$ cat config.mk
export PLATFORM = sky130hd
export DESIGN_NAME = byte_instruction_execute_unit
export DESIGN_NICKNAME = d
export VERILOG_FILES = /design/src/inc/byte_exec_pkg.sv /design/src/logic/byte_alu.sv /design/src/logic/byte_instruction_execute_unit.sv
export VERILOG_INCLUDE_DIRS = /design/src /design/src/inc
export SDC_FILE = /design/constraint.sdc
export NUM_CORES = 1
export LEC_CHECK = 0
export ABC_CLOCK_PERIOD_IN_PS = 13220
export BUFFER_PORTS_ARGS = -buffer_cell sky130_fd_sc_hd__buf_2
export CORE_ASPECT_RATIO = 1.25
export CORE_MARGIN = 10
export CORE_UTILIZATION = 38
export CTS_CLUSTER_SIZE = 10
export DETAILED_ROUTE_END_ITERATION = 8
export GPL_ROUTABILITY_DRIVEN = 0
export SYNTH_ARGS = -nofsm -noshare
export SYNTH_HDL_FRONTEND = slang
export SYNTH_SLANG_ARGS = --single-unit
$ cat constraint.sdc
create_clock -name mclk -period 13.22 [get_ports mclk]
set_clock_uncertainty 0.15 [all_clocks]
set_input_delay 0.661 -clock mclk [delete_from_list [all_inputs] [get_ports mclk]]
set_output_delay 0.661 -clock mclk [all_outputs]
set_load 0.05 [all_outputs]
$ cat src/inc/byte_exec_map.svh
// constants of the byte instruction execute unit
`ifndef BYTE_EXEC_MAP_SVH
`define BYTE_EXEC_MAP_SVH
`define REG_ADDR_MAX       7'h7F
`define ACC_RESET          8'h00
`define FLAGS_RESET        3'h0
`define FLAG_CARRY_POS     0
`define FLAG_NIBBLE_POS    1
`define FLAG_ZERO_POS      2
`define DEST_ACC           1'h0
`define DEST_REG           1'h1
`define OFF_CTRL           32'h0000_0000
`define OFF_STATUS         32'h0000_0004
`define OFF_ACC            32'h0000_0008
`define CTRL_ENABLE_POS    0
`define CTRL_RESET         1'h1
`endif

$ cat src/inc/byte_exec_pkg.sv
// types of the byte instruction execute unit
package byte_exec_pkg;
	typedef enum logic [3:0] {
		idle_op          = 4'h0,
		bit_clear_op     = 4'h1,
		bit_set_op       = 4'h2,
		add_acc_reg_op   = 4'h3,
		and_literal_op   = 4'h4,
		test_skip_if_zero_op = 4'h5,
		and_acc_reg_op   = 4'h6,
		reg_move_op      = 4'h7,
		acc_to_reg_op    = 4'h8,
		literal_load_op  = 4'h9
	} opcode_t;

	typedef struct packed {
		opcode_t    op;
		logic [6:0] addr;
		logic [2:0] bit_sel;
		logic       dest;
		logic [7:0] literal;
	} instr_t;

	typedef struct packed {
		logic zero;
		logic nibble_carry_flag;
		logic carry;
	} flags_t;

	typedef struct packed {
		logic       wr_en;
		logic [6:0] addr;
		logic [7:0] data;
	} file_wr_t;
endpackage

$ cat src/logic/byte_alu.sv
// combinational arithmetic and logic core of the execute unit
`timescale 1ns/10ps
module byte_alu (
	input  wire byte_exec_pkg::opcode_t op,
	input  wire logic [7:0]             acc,
	input  wire logic [7:0]             operand,
	input  wire logic [2:0]             bit_sel,
	output logic [7:0]                  result,
	output logic                        carry,
	output logic                        nibble_carry,
	output logic                        bit_value
);
	wire [8:0] sum_full;
	wire [4:0] sum_low;
	wire [7:0] bit_mask;

	assign sum_full     = {1'b0, acc} + {1'b0, operand};
	assign sum_low      = {1'b0, acc[3:0]} + {1'b0, operand[3:0]};
	assign bit_mask     = 8'h01 << bit_sel;
	assign carry        = sum_full[8];
	assign nibble_carry = sum_low[4];
	assign bit_value    = |(operand & bit_mask);

	always_comb begin
		case (op)
			byte_exec_pkg::bit_clear_op:     result = operand & ~bit_mask;
			byte_exec_pkg::bit_set_op:       result = operand | bit_mask;
			byte_exec_pkg::add_acc_reg_op:   result = sum_full[7:0];
			byte_exec_pkg::and_literal_op,
			byte_exec_pkg::and_acc_reg_op:   result = acc & operand;
			byte_exec_pkg::reg_move_op:      result = operand;
			byte_exec_pkg::acc_to_reg_op:    result = acc;
			byte_exec_pkg::literal_load_op:  result = operand;
			default:                         result = acc;
		endcase
	end
endmodule

$ cat src/logic/byte_instruction_execute_unit.sv
// execute stage with file register array and apb control registers
// Summary of operation
// [RULE1] bit clear zeroes chosen bit of file register, flags kept
// [RULE2] bit set forces chosen bit of file register to one, flags kept
// [RULE3] register add sums accumulator and register, sets carry, nibble carry, zero
// [RULE4] destination bit zero writes accumulator, one writes file register
// [RULE5] literal and with accumulator into accumulator, only zero flag changes
// [RULE6] register and with accumulator to destination, only zero flag changes
// [RULE7] test skip if zero discards next instruction as idle when bit clear
// [RULE8] register move copies register to destination, zero flag updated
// [RULE9] register moved onto itself still sets zero flag from value
// [RULE10] accumulator copied to file register in one cycle, no flags
// [RULE11] literal loaded into accumulator in one cycle, no flags
// [RULE12] idle changes nothing, one cycle
// [RULE13] zero flag set on all zero result, cleared otherwise
`timescale 1ns/10ps
`include "byte_exec_map.svh"
module byte_instruction_execute_unit #(
	parameter int FILE_DEPTH = 128
) (
	input  wire logic                  mclk,
	input  wire logic                  resetn,
	input  wire byte_exec_pkg::instr_t instr,
	input  wire logic                  instr_valid,
	output logic                       instr_ready,
	output logic                       skip_next,
	output byte_exec_pkg::flags_t      flags,
	output logic [7:0]                 acc,
	output byte_exec_pkg::file_wr_t    file_wr,
	input  wire logic                  psel,
	input  wire logic                  penable,
	input  wire logic                  pwrite,
	input  wire logic [31:0]           paddr,
	input  wire logic [31:0]           pwdata,
	output logic [31:0]                prdata,
	output logic                       pready,
	output logic                       pslverr
);
	if (FILE_DEPTH < 1 || FILE_DEPTH > 128) begin : g_bad_depth
		$error("FILE_DEPTH must be 1 to 128");
	end

	logic [7:0]            file_mem [FILE_DEPTH];
	logic [7:0]            acc_reg;
	logic [7:0]            acc_next;
	byte_exec_pkg::flags_t flags_reg;
	byte_exec_pkg::flags_t flags_next;
	logic                  skip_reg;
	logic                  skip_next_w;
	logic                  enable_reg;
	byte_exec_pkg::file_wr_t wr_reg;
	logic [31:0]           prdata_reg;

	wire [7:0] operand;
	wire [7:0] file_value;
	wire [7:0] result;
	wire       carry_w;
	wire       nibble_w;
	wire       bit_value;
	wire       exec;
	wire       fire;
	wire       is_literal;
	wire       to_reg;
	wire       to_acc;
	wire       sets_zero;
	wire       sets_add;
	wire       apb_access;
	wire       sel_ctrl;
	wire       sel_status;
	wire       sel_acc;
	wire       mapped;

	function automatic logic zero_of(input logic [7:0] v);
		zero_of = (v == 8'h00);
	endfunction

	assign file_value = (int'(instr.addr) < FILE_DEPTH) ? file_mem[instr.addr] : 8'h00;
	assign is_literal = (instr.op == byte_exec_pkg::and_literal_op) ||
	                    (instr.op == byte_exec_pkg::literal_load_op);
	assign operand    = is_literal ? instr.literal : file_value;
	assign instr_ready = enable_reg;
	assign fire       = instr_valid && enable_reg;
	// [RULE7] skipped slot runs as idle
	assign exec       = fire && !skip_reg;

	byte_alu u_alu (
		.op           (instr.op),
		.acc          (acc_reg),
		.operand      (operand),
		.bit_sel      (instr.bit_sel),
		.result       (result),
		.carry        (carry_w),
		.nibble_carry (nibble_w),
		.bit_value    (bit_value)
	);

	// [RULE4] destination select for add, and, move
	assign to_reg = exec && (
		(instr.op == byte_exec_pkg::bit_clear_op) ||
		(instr.op == byte_exec_pkg::bit_set_op) ||
		(instr.op == byte_exec_pkg::acc_to_reg_op) ||
		(((instr.op == byte_exec_pkg::add_acc_reg_op) ||
		  (instr.op == byte_exec_pkg::and_acc_reg_op) ||
		  (instr.op == byte_exec_pkg::reg_move_op)) && instr.dest == `DEST_REG));
	// [RULE5] [RULE6] [RULE8] accumulator destinations
	assign to_acc = exec && (
		(instr.op == byte_exec_pkg::and_literal_op) ||
		(instr.op == byte_exec_pkg::literal_load_op) ||
		(((instr.op == byte_exec_pkg::add_acc_reg_op) ||
		  (instr.op == byte_exec_pkg::and_acc_reg_op) ||
		  (instr.op == byte_exec_pkg::reg_move_op)) && instr.dest == `DEST_ACC));
	// [RULE9] zero flag also for move back into register
	assign sets_zero = exec && (
		(instr.op == byte_exec_pkg::add_acc_reg_op) ||
		(instr.op == byte_exec_pkg::and_acc_reg_op) ||
		(instr.op == byte_exec_pkg::and_literal_op) ||
		(instr.op == byte_exec_pkg::reg_move_op));
	assign sets_add = exec && (instr.op == byte_exec_pkg::add_acc_reg_op);

	// [RULE11] literal load to accumulator
	assign acc_next = to_acc ? result : acc_reg;

	always_comb begin
		flags_next = flags_reg;
		// [RULE3] carry and nibble carry on add
		if (sets_add) begin
			flags_next.carry             = carry_w;
			flags_next.nibble_carry_flag = nibble_w;
		end
		// [RULE13] zero from eight bit result
		if (sets_zero)
			flags_next.zero = zero_of(result);
	end

	// [RULE7] tested bit clear drops the next instruction
	assign skip_next_w = exec && (instr.op == byte_exec_pkg::test_skip_if_zero_op) && !bit_value;

	assign apb_access = psel && penable;
	assign sel_ctrl   = (paddr == `OFF_CTRL);
	assign sel_status = (paddr == `OFF_STATUS);
	assign sel_acc    = (paddr == `OFF_ACC);
	assign mapped     = sel_ctrl || sel_status || sel_acc;

	always_ff @(posedge mclk) begin
		if (!resetn) begin
			acc_reg   <= `ACC_RESET;
			flags_reg <= `FLAGS_RESET;
		end else begin
			acc_reg   <= acc_next;
			flags_reg <= flags_next;
		end
	end

	always_ff @(posedge mclk) begin
		if (!resetn)
			skip_reg <= 1'b0;
		else if (fire)
			skip_reg <= skip_next_w;
	end

	// [RULE1] [RULE2] [RULE10] single cycle file write-back
	always_ff @(posedge mclk) begin
		if (to_reg && int'(instr.addr) < FILE_DEPTH)
			file_mem[instr.addr] <= result;
	end

	always_ff @(posedge mclk) begin
		if (!resetn)
			wr_reg <= '0;
		else
			wr_reg <= '{wr_en: to_reg, addr: instr.addr, data: result};
	end

	always_ff @(posedge mclk) begin
		if (!resetn)
			enable_reg <= `CTRL_RESET;
		else if (apb_access && pwrite && sel_ctrl)
			enable_reg <= pwdata[`CTRL_ENABLE_POS];
	end

	always_ff @(posedge mclk) begin
		if (!resetn)
			prdata_reg <= 32'h0000_0000;
		else if (psel && !penable && !pwrite) begin
			if (sel_ctrl)
				prdata_reg <= {31'h0, enable_reg};
			else if (sel_status)
				prdata_reg <= {28'h0, skip_reg, flags_reg};
			else if (sel_acc)
				prdata_reg <= {24'h0, acc_reg};
			else
				prdata_reg <= 32'h0000_0000;
		end
	end

	// [RULE12] idle leaves state untouched by decode above
	assign acc       = acc_reg;
	assign flags     = flags_reg;
	assign skip_next = skip_reg;
	assign file_wr   = wr_reg;
	assign prdata    = prdata_reg;
	assign pready    = 1'b1;
	assign pslverr   = apb_access && !mapped;
endmodule

==> results of run 1 <==
## power by group through the flow
stage | Combinational [µW] | Sequential, µW | Clock (µW)
finish | 576 | 3790 | 2840
detailed placement | 568 | 3860 | 0
global route | 600 | 3790 | 3000
floorplan | 310 | 3890 | 0
global placement | 554 | 3860 | 0
CTS | 569 | 3790 | 2870
## worst max-delay path: stages
cell	delay (ns)
clkbuf_8	0.43
buf_12	0.46
nor2b_2	0.88
buf_4	0.48
a221oi_1	0.13
o21ai_0	0.20
o21ai_0	0.25
or4_1	0.57
a31oi_1	0.50
ha_1	0.35
a21o_1	0.18
a21oi_1	0.25
o211ai_1	0.16
a21o_1	0.20
a21oi_1	0.18
xnor2_1	0.09
a32o_1	0.23
a211oi_1	0.59
inv_4	0.30
buf_4	0.43
## cell usage after synthesis, drive strengths merged (26+ instances only)
cell type | instances | area, µm²
edfxtp | 1024 | 30750
nor2 | 203 | 762.0
mux2i | 133 | 1331
buf | 117 | 691.9
a221oi | 109 | 954.7
nand2 | 98 | 367.9
clkbuf | 80 | 300.3
a22oi | 76 | 570.6
mux4 | 72 | 1622
mux2 | 70 | 788.3
a21oi | 65 | 325.3
o21ai | 56 | 280.3
dfxtp | 37 | 740.7
a221o | 35 | 350.3
a31oi | 26 | 162.7
nand3 | 26 | 130.1
## area by class of cell
type                       instances  area [µm²]  area share [%]
clock inverter                     8       118.9          0.2485
sequential                      1061       31490           65.84
timing repair buffer             163        1031           2.155
tap                             1459        1826           3.817
clock buffer                     151        3055           6.388
multi-input combinational       1302       10230           21.38
inverter                          20       83.83          0.1753
## cell families (layout without fill, tap and decap cells)
family,after synthesis,after routing,synth area share (%)
AND/OR/NAND/NOR,460,460,4.985
XOR/XNOR,4,4,0.08231
adder cells (fa/ha/maj),9,9,0.2822
other,2,25,0.01764
multiplexers,275,275,8.788
AO/OA/AOI/OAI,529,529,9.370
buffers and inverters,217,342,2.507
flip-flops,1061,1061,73.97
## per-stage QoR
| step | power, µW | worst slack, ns | instances | hold slack, ns |
|---|---|---|---|---|
| after floorplan | 4202 | 4.501 | 2580 | 0.5196 |
| after global placement | 4415 | 4.791 | 4004 | 0.2889 |
| after detailed placement | 4430 | 4.792 | 4004 | 0.3087 |
| after CTS | 7229 | 5.546 | 4164 | 0.04257 |
| after global routing | 7392 | 5.041 | 4164 | 0.09029 |
| final | 7210 | 5.354 | 4164 | 0.07875 |
## timing repair
item	4_1_cts	5_1_grt
hold buffers	1	0
hold endpoints to repair	1	0
setup endpoints to repair	0	0
## layer usage
metal / global-route usage, % / share of wire, % / vias to the layer above
li1: - / - / 10488
met1: 24.61 / 37 / 12940
met2: 31.85 / 47 / 1649
met3: 4.398 / 10 / 339
met4: 10.54 / 5.6 / 2
met5: 0 / 0.011 / -
## worst paths after layout
check / start / endpoint / slack (ns) / cells past startpoint
setup / recovery: instr[13] / file_mem[64][7] / 5.35 / 20
hold / removal: resetn / instr_ready / 0.08 / 2
setup reg to reg: file_mem[102][4] / acc[6] / 6.86 / 16
hold reg to reg: prdata[7] / prdata[7] / 0.31 / 2
==> impl_results.md, run 1 <==
- Final core utilization: 42.93%
- Starting Density: 38.21%
- Routed WL: around 130 mm
- Ant. Diodes: 0
- Mapped cell area: 0.04257 mm²
- Worst Hold Class: input port to flip-flop
- Clock tree root buffer cell: clkbuf_16
- Startpoint Class: input port
- Int Power: ~5500 µW
- Worst-Skew Late Latency: approximately 0.73 ns
- CP arrival: roughly 8.0 ns
- Fmax: 127.1 MHz
- Total negative slack: 0 ns
- Relative slew slack: 16.90%
- Register share of total power: between 50% and 60%
- Vias in the first global route: around 25000
- Sw Ratio: 23.50%
- Post-place instance area: 0.04465 mm²
- Clk buf depth: 3
- # setup viols final: 0
- Yosys cell types: 80
- Comb pwr share: roughly 8.0%
- Switching power: roughly 1700 µW
- Post-synth ARST share: 0%
- Total track usage: between 10% and 20%
- DRC violations left: 0
- Initial antenna violation count: 1
- Synth Instances: approximately 2600
- PortBufs: 99
- Final instance area: ~0.048 mm²
- TritonCTS clock tree: yes
- Hpwl dp: 77.65 mm
- Final hold vios: 0
- DIE WIDTH: 319.4 µm
- Max Cap Viol: 0
- Most used DFF post-synth: edfxtp_1
- I/O Pins: 156
- Number of cell rows: approximately 140
- Area grow syn2layout: 12.35%
- Most frequent cells in the layout: 1024 x edfxtp_1, 199 x nor2_1, 133 x mux2i_1
- Average size of a mapped cell: 16.65 µm²
- Setup Fix Bufs, Post-CTS: 0
- Cts bufs inserted: approximately 120
- Register with the most flip-flops: file_mem
- Final nets: between 2000 and 3000
- DRT Pass-1 Iters: 6
- Post-route ant nets: 0
- Die footprint: 0.1259 mm²
- Clk network pwr share: 39.4%
- Crit path time final: 7.866 ns
- Pin count of the biggest net entering global routing: between 90 and 100
- Max reg flops: between 1000 and 1500
- Synthesized flop and latch total: between 1000 and 1500
- PwrDens: between 150 and 200 mW/mm²
- CP required: 13.32 ns
- Setup CP Type: input port to flip-flop
- Core region area: 0.1114 mm²
- DR iter-0 viols: 3397
- Pleak: 0.01544 µW
- Final Cycle Share: 59.50%
- Sequential share of the synthesized area: 73.97%
- GR Overflow Total: 0
- Avg WL per Cell: between 30 and 40 µm
- Maximum VDD drop: 0.1060 mV
- Die Height: between 300 and 400 µm
- Crit. End Element: flip-flop
- Via Count: 25418
- CP max FO: 96
- CTS H-tree depth: 3
- Clock transition at the registers of the reported paths: 0.06 ns
- Synth Warn #: 0
- Routed vias/inst: 6.104
- Clk sinks: 1061
- RSZ-0062 raised after global routing: no
- Share of post-route cells with drive strength above 1: 17.38%
- Fin. max-slew vios: 0
- Resize count post-CTS: 0
- Number of flops mapped to enable cells by yosys: 1024
- Commonest non-fill, non-tap cell in the layout: edfxtp_1
- First-pass GRT wire length: 183.1 mm
- Slew @ Worst Pin: about 1.2 ns
- Status: finished, final reports clean
- Fill cells: between 9000 and 10000
No activity file was read; power rests on OpenSTA's default activity.
==> run 2, diff against run 1 <==
ABC_CLOCK_PERIOD_IN_PS = 7300   (was 13220)
clock period = 7.3 ns   (was 13.22 ns; I/O delays follow)
==> run 2 against run 1 <==
Cell count grew 1.4%. Clock-buffer cell count grew 1. Die area is the same. Global-route usage grew 0.62 points. Non-clock buffer count grew 57. Register-to-register slack lost 5.1 ns. Cell area grew 1.2%. Combinational power grew 93%. Sequential share of layout area shrank 0.79 points. Critical path depth shrank 2. Largest cell class unchanged. Largest power group unchanged.
==> impl_results.md, run 2 (synthesis gave the netlist of run 1 again) <==
- Routed vias/inst: 6.163 (+0.96%)
- Relative slew slack: 8.875% (-8.0 points)
- CP max FO: 113 (+18%)
- Max reg flops: 1024 (unchanged)
- Share of post-route cells with drive strength above 1: 18.47% (+1.1 points)
- Worst Hold Class: input port to flip-flop
- # hold bufs at CTS: 13 (+12)
- Pleak: 0.01575 µW (+2.0%)
- Via Count: 26020 (+2.4%)
- Routed WL: 132.1 mm (+3.0%)
- # setup viols final: 0 (unchanged)
- Total negative slack: 0 ns (unchanged)
- Worst setup margin: 1.407 ns (-3.947 ns)
- PortBufs: 99 (unchanged)
- I/O Pins: 156 (unchanged)
- Slew @ Worst Pin: 1.348 ns (+0.1170 ns)
- DR iter-0 viols: 3331 (-1.9%)
- Number of cell rows: 137 (unchanged)
- Starting Density: 38.21% (unchanged)
- Pin count of the biggest net entering global routing: 131 (+34%)
- Commonest non-fill, non-tap cell in the layout: edfxtp_1
- Setup Fix Bufs, Post-CTS: 0 (unchanged)
- DRC violations left: 0 (unchanged)
- Max Cap Viol: 0 (unchanged)
- Post-route ant nets: 0 (unchanged)
- Clk sinks: 1061 (unchanged)
- Startpoint Class: input port
- Total track usage: 20.35% (+0.62 points)
- Post-place instance area: 0.04515 mm² (+1.1%)
- Die footprint: 0.1259 mm² (unchanged)
- CTS H-tree depth: 3 (unchanged)
- Clk buf depth: 3 (unchanged)
- Resize count post-CTS: 0 (unchanged)
- Maximum VDD drop: 0.1735 mV (+64%)
- GR Overflow Total: 0 (unchanged)
- Hpwl dp: 81.77 mm (+5.3%)
- DRT Pass-1 Iters: 5 (-1)
- Register with the most flip-flops: file_mem
- First-pass GRT wire length: 188.0 mm (+2.7%)
- DIE WIDTH: 319.4 µm (unchanged)
- CP required: 7.56 ns (-5.76 ns)
- Final hold vios: 0 (unchanged)
- Worst-Skew Late Latency: 0.72 ns (about the same)
- Final instance area: 0.04841 mm² (+1.2%)
- Die Height: 394.2 µm (unchanged)
- Fin. max-slew vios: 0 (unchanged)
- Clock tree root buffer cell: clkbuf_16
- Vias in the first global route: 25922 (+2.8%)
- CP arrival: 6.15 ns (-1.82 ns)
- TritonCTS clock tree: yes
- Status: finished, final reports clean
- PwrDens: 269.8 mW/mm² (+79%)
- Clock transition at the registers of the reported paths: 0.05 ns (about the same)
- Area grow syn2layout: 13.72%
- RSZ-0062 raised after global routing: no
- Setup CP Type: input port to flip-flop
- Cts bufs inserted: 116 (unchanged)
- Avg WL per Cell: 31.29 µm (+1.6%)
- Post-placement setup slack: 1.011 ns (-3.780 ns)
- Core region area: 0.1114 mm² (unchanged)
- Final Cycle Share: 80.73%
- Crit. End Element: flip-flop
- Crit path time final: 5.893 ns
- Initial antenna violation count: 3 (+2)
- Final nets: 2823 (+2.1%)
- Fmax: around 170 MHz
- Most frequent cells in the layout: 1024 x edfxtp_1, 200 x nor2_1, 133 x mux2i_1
[run 2: area by class of cell]
| class | count | area [µm²] |
|---|---|---|
| Clock buffer | 152 | 3048 |
| Inverter | 20 | 85.08 |
| Sequential cell | 1061 | 31490 |
| Multi-Input combinational cell | 1302 | 10220 |
| Fill cell | 9695 | 63010 |
| Tap cell | 1459 | 1826 |
| Timing Repair Buffer | 220 | 1662 |
| Antenna cell | 2 | 5.005 |
| Clock inverter | 6 | 73.82 |
[run 2: report_power, final]
part	switching (µW)	internal [µW]	leakage, µW
sequential	10.5	6850	0.00977
combinational	817	290	0.00447
clock	2230	2860	0.00151
[run 2: final timing paths]
kind         slack, ns  cells past startpoint            start              end
min reg2reg       0.30                      2        prdata[5]        prdata[5]
max reg2reg       1.81                     15  file_mem[69][3]  file_mem[88][6]
max               1.41                     18        instr[12]  file_mem[88][6]
min               0.05                      2        instr[17]      file_wr[13]
[run 2: per-stage QoR]
stage	cells	hold slack [ns]	utilization (%)	power, µW
after floorplan	2580	0.3435	-	7607
after global placement	4049	0.2882	40.53	8042
after detailed placement	4049	0.2913	40.53	8067
after CTS	4220	0.00009998	43.45	13070
after global routing	4220	0.01713	43.45	13380
final	4222	0.04843	43.45	13060
[run 2: worst max-delay path, cell delays in order]
cell       delay (ns)
buf_6            0.20
buf_4            0.27
nor2_4           0.80
buf_4            0.41
a22oi_1          0.18
nand2_1          0.20
a41oi_1          0.42
a31oi_1          0.46
a31oi_1          0.23
ha_1             0.39
nor2b_1          0.14
o21ai_0          0.27
a21boi_0         0.18
o21ai_0          0.24
a21boi_0         0.15
o311a_1          0.38
o2bb2ai_4        0.22
buf_12           0.41
[run 2: routing by layer]
layer	up-vias	track usage, %	part of all wire [%]
li1	10599	-	-
met1	13349	25.43	37
met4	4	12.72	6.7
met3	393	4.332	10
met2	1675	32.11	46
met5	-	0	0.020
